### config.mk
export PLATFORM = sky130hd
export DESIGN_NAME = multi_channel_timer_unit
export DESIGN_NICKNAME = d
export VERILOG_FILES = /design/src/tmr_pkg.sv /design/src/timer_channel.sv /design/src/multi_channel_timer_unit.sv
export VERILOG_INCLUDE_DIRS = /design/src
export SDC_FILE = /design/constraint.sdc
export NUM_CORES = 2
export LEC_CHECK = 0
export BUFFER_PORTS_ARGS = -buffer_cell sky130_fd_sc_hd__buf_2
export CORE_AREA = 5 5 236 238
export CTS_CLUSTER_DIAMETER = 40
export DETAILED_ROUTE_END_ITERATION = 12
export DIE_AREA = 0 0 241 243
export PLACE_DENSITY = 0.87
export SYNTH_ARGS = -nofsm -noshare
export SYNTH_HDL_FRONTEND = slang
export SYNTH_SLANG_ARGS = --single-unit
### constraint.sdc
create_clock -name sys_clk_i -period 4.7 [get_ports sys_clk_i]
set_clock_uncertainty 0.15 [all_clocks]
set_input_delay 0.94 -clock sys_clk_i [delete_from_list [all_inputs] [get_ports sys_clk_i]]
set_output_delay 0.94 -clock sys_clk_i [all_outputs]
set_load 0.01 [all_outputs]
### src/tmr_defs.svh
// constants shared by the timer unit files
`ifndef TMR_DEFS_SVH
`define TMR_DEFS_SVH
`define TMR_CNT_W 16
`define TMR_HALF_W 8
`define TMR_NUM_CH 8
`define TMR_DIV_CH 0
`define TMR_SPLIT_CH_A 1
`define TMR_SPLIT_CH_B 3
`define TMR_LIN_CH 7
`define TMR_CNT_RESET 16'h0000
`endif

### src/tmr_pkg.sv
// types shared by the timer unit files
package tmr_pkg;
  typedef enum logic [2:0] {
    MODE_INTERVAL,
    MODE_SQUARE,
    MODE_EVENT,
    MODE_DIVIDER,
    MODE_PULSE_INT,
    MODE_LEVEL_WIDTH,
    MODE_DELAY
  } mode_t;
endpackage : tmr_pkg

### src/timer_channel.sv
// one timer channel: 16-bit counter, optional split into two 8-bit halves
`include "tmr_defs.svh"
module timer_channel import tmr_pkg::*; #(
  parameter int W = `TMR_CNT_W,
  parameter bit CAN_SPLIT = 1'b0,
  parameter bit CAN_DIV = 1'b0
) (
  input wire logic sys_clk_i, // unit clock
  input wire logic rst_n_i, // async reset, active low
  input wire logic clr_i, // unit held in reset
  input wire logic start_i, // start pulse
  input wire logic stop_i, // stop pulse
  input wire mode_t mode_i, // operating mode
  input wire logic [W-1:0] period_i, // compare / reload value
  input wire logic split_i, // two 8-bit halves
  input wire logic fall_i, // valid edge is falling
  input wire logic slave_i, // restart on master event
  input wire logic trig_i, // master event
  input wire logic pos_i, // rising edge seen on input
  input wire logic neg_i, // falling edge seen on input
  output logic irq_o, // channel event, one cycle
  output logic irq_hi_o, // upper half event, one cycle
  output logic out_o, // output pin level
  output logic running_o, // channel counting
  output logic [W-1:0] capture_o // last captured count
);
  localparam int H = `TMR_HALF_W;
  typedef struct packed {
    logic [W-1:0] cnt;
    logic [H-1:0] cnt_hi;
    logic [W-1:0] cap;
    logic run;
    logic armed;
    logic out;
    logic irq;
    logic irq_hi;
  } ch_state_t;
  ch_state_t r, r_nxt;
  logic split, vedge, oedge, zero;
  mode_t eff;

  function automatic logic at_zero(input logic [W-1:0] c, input logic s);
    return s ? (c[H-1:0] == '0) : (c == '0);
  endfunction : at_zero

  function automatic logic [W-1:0] down(input logic [W-1:0] c, input logic s);
    return s ? {c[W-1:H], c[H-1:0] - 1'b1} : c - 1'b1;
  endfunction : down

  function automatic logic [W-1:0] reload(input logic [W-1:0] p, input logic s);
    return s ? {{(W-H){1'b0}}, p[H-1:0]} : p;
  endfunction : reload

  // split only on channels built for it; unsupported half modes fall back to interval
  assign split = CAN_SPLIT && split_i;
  assign eff = (split && !(mode_i inside {MODE_INTERVAL, MODE_SQUARE, MODE_EVENT, MODE_DELAY}))
    ? MODE_INTERVAL : mode_i;
  assign vedge = fall_i ? neg_i : pos_i;
  assign oedge = fall_i ? pos_i : neg_i;
  assign zero = at_zero(r.cnt, split);

  // next state of the channel
  always_comb begin
    r_nxt = r;
    r_nxt.irq = 1'b0;
    r_nxt.irq_hi = 1'b0;
    if (clr_i) begin
      r_nxt = '0;
    end else if (stop_i) begin
      r_nxt.run = 1'b0;
      r_nxt.armed = 1'b0;
    end else if (start_i || (slave_i && trig_i)) begin
      r_nxt.run = 1'b1;
      // a master event stands in for the start edge of a slave
      r_nxt.armed = !(slave_i && trig_i)
        && (eff inside {MODE_DELAY, MODE_PULSE_INT, MODE_LEVEL_WIDTH});
      r_nxt.cnt = (eff inside {MODE_PULSE_INT, MODE_LEVEL_WIDTH}) ? `TMR_CNT_RESET
        : reload(period_i, split);
      r_nxt.cnt_hi = period_i[W-1:W-H];
    end else if (r.run) begin
      case (eff)
        MODE_INTERVAL, MODE_SQUARE: begin
          if (zero) begin
            r_nxt.irq = 1'b1;
            r_nxt.cnt = reload(period_i, split);
            if (eff == MODE_SQUARE) r_nxt.out = ~r.out;
          end else begin
            r_nxt.cnt = down(r.cnt, split);
          end
        end
        MODE_EVENT, MODE_DIVIDER: begin
          // divider needs the clock pin of channel 0; elsewhere it stays idle
          if (vedge && (eff == MODE_EVENT || CAN_DIV)) begin
            if (zero) begin
              r_nxt.irq = 1'b1;
              r_nxt.cnt = reload(period_i, split);
              if (eff == MODE_DIVIDER) r_nxt.out = ~r.out;
            end else begin
              r_nxt.cnt = down(r.cnt, split);
            end
          end
        end
        MODE_DELAY: begin
          if (r.armed) begin
            if (vedge) begin
              r_nxt.armed = 1'b0;
              r_nxt.cnt = reload(period_i, split);
            end
          end else if (zero) begin
            r_nxt.irq = 1'b1;
            r_nxt.armed = 1'b1;
          end else begin
            r_nxt.cnt = down(r.cnt, split);
          end
        end
        MODE_PULSE_INT: begin
          if (r.armed) begin
            if (vedge) begin
              r_nxt.armed = 1'b0;
              r_nxt.cnt = `TMR_CNT_RESET;
            end
          end else if (vedge) begin
            r_nxt.cap = r.cnt;
            r_nxt.irq = 1'b1;
            r_nxt.cnt = `TMR_CNT_RESET;
          end else begin
            r_nxt.cnt = r.cnt + 1'b1;
          end
        end
        MODE_LEVEL_WIDTH: begin
          if (r.armed) begin
            if (vedge) begin
              r_nxt.armed = 1'b0;
              r_nxt.cnt = `TMR_CNT_RESET;
            end
          end else if (oedge) begin
            r_nxt.cap = r.cnt;
            r_nxt.irq = 1'b1;
            r_nxt.armed = 1'b1;
          end else begin
            r_nxt.cnt = r.cnt + 1'b1;
          end
        end
        default: ;
      endcase
      // upper half is always a plain interval timer
      if (split) begin
        if (r.cnt_hi == '0) begin
          r_nxt.irq_hi = 1'b1;
          r_nxt.cnt_hi = period_i[W-1:W-H];
        end else begin
          r_nxt.cnt_hi = r.cnt_hi - 1'b1;
        end
      end
    end
  end

  // state register
  always_ff @(posedge sys_clk_i or negedge rst_n_i) begin
    if (!rst_n_i) begin
      r <= '0;
    end else begin
      r <= r_nxt;
    end
  end

  assign irq_o = r.irq;
  assign irq_hi_o = r.irq_hi;
  assign out_o = r.out;
  assign running_o = r.run;
  assign capture_o = r.cap;

  logic quiet;
  assign quiet = !clr_i && !stop_i && !start_i && !(slave_i && trig_i);
endmodule : timer_channel

### src/multi_channel_timer_unit.sv
// eight-channel timer unit: input synchronisers, control latch and channel array
`include "tmr_defs.svh"
module multi_channel_timer_unit import tmr_pkg::*; #(
  parameter int W = `TMR_CNT_W
) (
  input wire logic sys_clk_i, // 40 MHz unit clock
  input wire logic rst_n_i, // async reset, active low
  input wire logic unit_clock_supply_enable_i, // unit on
  input wire logic [`TMR_NUM_CH-1:0] ch_start_i, // start pulses
  input wire logic [`TMR_NUM_CH-1:0] ch_stop_i, // stop pulses
  input wire logic [`TMR_NUM_CH-1:0][2:0] ch_mode_i, // mode per channel
  input wire logic [`TMR_NUM_CH-1:0][W-1:0] ch_period_i, // compare value per channel
  input wire logic [`TMR_NUM_CH-1:0] ch_split_i, // split request
  input wire logic [`TMR_NUM_CH-1:0] ch_fall_i, // falling edge valid
  input wire logic [`TMR_NUM_CH-1:0] ch_slave_i, // slave of a master
  input wire logic [`TMR_NUM_CH-1:0][2:0] ch_master_sel_i, // master index
  input wire logic lin_sel_i, // channel 7 watches serial rx
  input wire logic [`TMR_NUM_CH-1:0] channel_input_pin_i, // timer input pins
  input wire logic lin_serial_channel_rx_i, // serial receive line
  output logic [`TMR_NUM_CH-1:0] channel_irq_o, // channel events
  output logic [`TMR_NUM_CH-1:0] channel_irq_hi_o, // upper half events
  output logic [`TMR_NUM_CH-1:0] channel_output_pin_o, // timer output pins
  output logic [`TMR_NUM_CH-1:0] channel_running_o, // counting status
  output logic [`TMR_NUM_CH-1:0][W-1:0] channel_capture_o // captured counts
);
  localparam int N = `TMR_NUM_CH;
  localparam logic [N-1:0] SPLIT_MASK = N'((1 << `TMR_SPLIT_CH_A) | (1 << `TMR_SPLIT_CH_B));

  typedef struct packed {
    logic [N-1:0][2:0] mode;
    logic [N-1:0][W-1:0] period;
    logic [N-1:0] split;
    logic [N-1:0] fall;
    logic [N-1:0] slave;
    logic [N-1:0][2:0] msel;
    logic lin_sel;
    logic [N:0] s1;
    logic [N:0] s2;
    logic [N:0] s3;
  } unit_state_t;
  unit_state_t r, r_nxt;
  logic clr;
  logic [N-1:0] lvl, prv, pos, neg, start_g, stop_g;

  // control is only taken while the unit has its clock supply
  assign clr = !unit_clock_supply_enable_i;
  assign start_g = ch_start_i & {N{unit_clock_supply_enable_i}};
  assign stop_g = ch_stop_i & {N{unit_clock_supply_enable_i}};

  // sync chain runs always so edges are clean when the unit is enabled
  always_comb begin
    r_nxt = r;
    r_nxt.s1 = {lin_serial_channel_rx_i, channel_input_pin_i};
    r_nxt.s2 = r.s1;
    r_nxt.s3 = r.s2;
    if (clr) begin
      r_nxt.mode = '0;
      r_nxt.period = '0;
      r_nxt.split = '0;
      r_nxt.fall = '0;
      r_nxt.slave = '0;
      r_nxt.msel = '0;
      r_nxt.lin_sel = 1'b0;
    end else begin
      r_nxt.mode = ch_mode_i;
      r_nxt.period = ch_period_i;
      r_nxt.split = ch_split_i & SPLIT_MASK;
      r_nxt.fall = ch_fall_i;
      r_nxt.slave = ch_slave_i;
      r_nxt.msel = ch_master_sel_i;
      r_nxt.lin_sel = lin_sel_i;
    end
  end

  // state register
  always_ff @(posedge sys_clk_i or negedge rst_n_i) begin
    if (!rst_n_i) begin
      r <= '0;
      // serial line idles high; preset its stages so reset release gives no false edge
      r.s1[N] <= 1'b1;
      r.s2[N] <= 1'b1;
      r.s3[N] <= 1'b1;
    end else begin
      r <= r_nxt;
    end
  end

  // channels share only the unit enable clear and the master event; modes interact only through slave restart
  for (genvar i = 0; i < N; i++) begin : g_ch
    if (i == `TMR_LIN_CH) begin : g_lin
      assign lvl[i] = r.lin_sel ? r.s2[N] : r.s2[i];
      assign prv[i] = r.lin_sel ? r.s3[N] : r.s3[i];
    end else begin : g_pin
      assign lvl[i] = r.s2[i];
      assign prv[i] = r.s3[i];
    end
    // edge detect reads only the second and third stages
    assign pos[i] = lvl[i] & ~prv[i];
    assign neg[i] = ~lvl[i] & prv[i];

    timer_channel #(
      .W(W),
      .CAN_SPLIT((i == `TMR_SPLIT_CH_A) || (i == `TMR_SPLIT_CH_B)),
      .CAN_DIV(i == `TMR_DIV_CH)
    ) u_ch (
      .sys_clk_i(sys_clk_i),
      .rst_n_i(rst_n_i),
      .clr_i(clr),
      .start_i(start_g[i]),
      .stop_i(stop_g[i]),
      .mode_i(mode_t'(r.mode[i])),
      .period_i(r.period[i]),
      .split_i(r.split[i]),
      .fall_i(r.fall[i]),
      .slave_i(r.slave[i]),
      .trig_i(channel_irq_o[r.msel[i]]),
      .pos_i(pos[i]),
      .neg_i(neg[i]),
      .irq_o(channel_irq_o[i]),
      .irq_hi_o(channel_irq_hi_o[i]),
      .out_o(channel_output_pin_o[i]),
      .running_o(channel_running_o[i]),
      .capture_o(channel_capture_o[i])
    );
  end
endmodule : multi_channel_timer_unit

==> flow_summary.toml <==
[global_route]
grt_usage_pct = 33.8
overflow = 0
first_global_vias = 29900
grt_pass1_wl_um = 163000
antenna_found_initial = 12
grt_max_degree = 109

[drt]
vias = 32000
first_pass_iters = 8
avgRoutedWirePerCell_um = 21.2
drc = 0
routed_wl_um = 103000
drtIter0Drc = 3952
antenna_left = 0
vias_per_cell = 6.60

[floorplan]
start_util_pct = 64.2
die_x_um = 241
io_pins = 389
coreArea_mm2 = 0.0534
dieArea_mm2 = 0.0586
die_h_um = 243
num_rows = 85

[worst_setup_path]
path_class = "reg -> reg"
critPathLaunchType = "register"
cp-end-kind = "register"
critical_path_required_ns = 5.06
cp_max_fo = 15
crit_arrival_ns = 3.87

[sta]
hold_slack_ns = 0.179
setup-tns-final_ns = 0
post-route-period-util_pct = 74.7
setup_viol = 0
setup_slack_ns = 1.19
rsz0062_at_grt = "no"
relSlewSlack_pct = 22.1
min_period_ns = 3.51
slew_viol_final = 0
tightest_slew_ns = 1.16
max_freq_mhz = 285
hold_viol_final = 0

[logic_synthesis]
postSynthCellCount = 4026
synth_area_leaders = "dfrtp_1 (38%), nand2_1 (4.4%), o21ai_0 (4.0%), and2_1 (4.0%), buf_4 (3.7%)"
synth_async_sr_flop_share_pct = 100
yosys_warnings = 0
syn_area_mm2 = 0.0343
syn_area_per_cell_um2 = 8.52
ys_types = 111
yosysTopAreaCell = "dfrtp_1"
ys_seq_elements = 528
synth_edf_count = 0
seq_area_frac_synth_pct = 38.5
yosysTopAreaCellShare_pct = 38.3
synth_most_common_cell = "dfrtp_1"
synthFlopType = "dfrtp_1"
ys_top_cells_by_count = "dfrtp_1 (525), nand2_1 (400), nor2_1 (298)"

[place]
hpwl_um = 71000
gp_congestion = 1.01
port_buffers = 376
pre_cts_slack_ns = 1.17
place_inst = 4684

[cts]
cts_hold_buf = 0
cts_root_buf = "clkbuf_16"
cts_buffers = 86
postCtsSetupBuffers = 0
tritoncts = "built"
htreeDepth = 3
clkSinkCount = 528
clockBufferDepth = 3
clock_latency_ns = 0.63
ctsResizeCount = 0
clk_pin_slew_ns = 0.06

[finish]
syn_to_final_growth_pct = 11.2
final_cells = 4857
layout.nets = 4331
fin_util_pct = 71.4
drive_gt1_share_pct = 17.0

[min_path]
hold_path_class = "in -> async"

[power_and_ir_drop]
ir_drop_mv = 0.389
p_per_area_mw_per_mm2 = 384
power_leakage_nw = 16.8

[job]
drv_cap = 0

[run_status]
status = "completed"
==> flip-flops by register name, summed over array words and instances (netlist names) <==
signal / count
g_ch.u_ch.irq_o: 8
g_ch.u_ch.r: 152
lvl: 7
g_ch.u_ch.capture_o: 128
g_ch.u_ch.irq_hi_o: 2
r: 208
prv: 7
g_ch.u_ch.running_o: 8
g_ch.u_ch.out_o: 8
==> per-layer routing <==
layer  share of wire, %  GRT usage, %  up-vias
met4                5.2          16.4        2
met3                 10          7.00      375
li1                   -             -    14500
met1                 39          46.1    15200
met2                 46          51.7     1967
met5              0.014             0        -
==> worst max-delay path, cell delays in order (launching register included) <==
cell,delay [ns]
dfrtp_1,0.53
or4_4,0.59
nor4b_2,0.32
nand3_1,0.54
o221ai_1,0.41
or3_1,0.43
nor3_1,0.12
a221o_1,0.28
==> per-stage QoR <==
| stage | total power (W) | area (µm²) |
|---|---|---|
| after floorplan | 0.00735 | 34300 |
| after global placement | 0.00804 | 35100 |
| after detailed placement | 0.00811 | 35100 |
| after CTS | 0.0147 | 38100 |
| after global routing | 0.0153 | 38100 |
| final | 0.0147 | 38100 |
==> cell usage in the layout, fill, tap and decap left out, types with 43 or more instances in the layout <==
cell type  instances
a211oi_1          47
a21oi_1          208
a22o_1            54
a22oi_1           48
a31oi_1           73
and2_1           219
buf_2            374
buf_4             64
clkbuf_16         87
dfrtp_1          525
inv_1             62
mux2i_1           62
nand2_1          400
nand2b_1          51
nand3_1          164
nand4_1           50
nor2_1           298
nor2b_1           43
nor3_1            96
nor4_1            43
o211ai_1          51
o21ai_0          273
xnor2_1           83
xor2_1            55
==> kinds of logic (layout without fill, tap and decap cells) <==
group	after synthesis	count (layout)	share of synthesized area, %
AOI/OAI and AO/OA	1104	1104	21.5
xor gates and xnor gates	138	138	3.52
adders and majority gates	26	26	0.949
buffers and inverters	554	672	8.11
DFF	528	528	38.5
muxes	91	91	3.32
other	1	18	0.0109
and+or+nand+nor	1584	1584	24.0
==> where the power goes <==
part           switching [W]  internal, W
Clock                0.00247      0.00404
Combinational        0.00176      0.00120
Sequential          0.000422      0.00477
Total                0.00465       0.0100
==> final timing paths <==
check | cells after the start | start | slack (ns) | endpoint
worst max register to register | 7 | g_ch[2].u_ch.r[39] | 1.19 | g_ch[2].u_ch.r[29]
min in group sys_clk_i | 0 | r[18] | 0.20 | lvl[0]
max in group asynchronous | 2 | rst_n_i | 3.09 | g_ch[1].u_ch.r[41]
worst min register to register | 0 | r[18] | 0.20 | lvl[0]
worst min-delay path | 1 | rst_n_i | 0.18 | r[131]
worst max-delay path | 7 | g_ch[2].u_ch.r[39] | 1.19 | g_ch[2].u_ch.r[29]
==> final cells by class <==
class                           instances  area, µm²
Timing Repair Buffer                  444       2460
Tap cell                              696        871
Sequential cell                       528      13200
Inverter                               67        251
Clock buffer                           93       2230
Clock inverter                         68        766
Fill cell                            4092      15200
Antenna cell                           12       30.0
Multi-Input combinational cell       2949      18300
No activity file was read; power rests on OpenSTA's default activity.
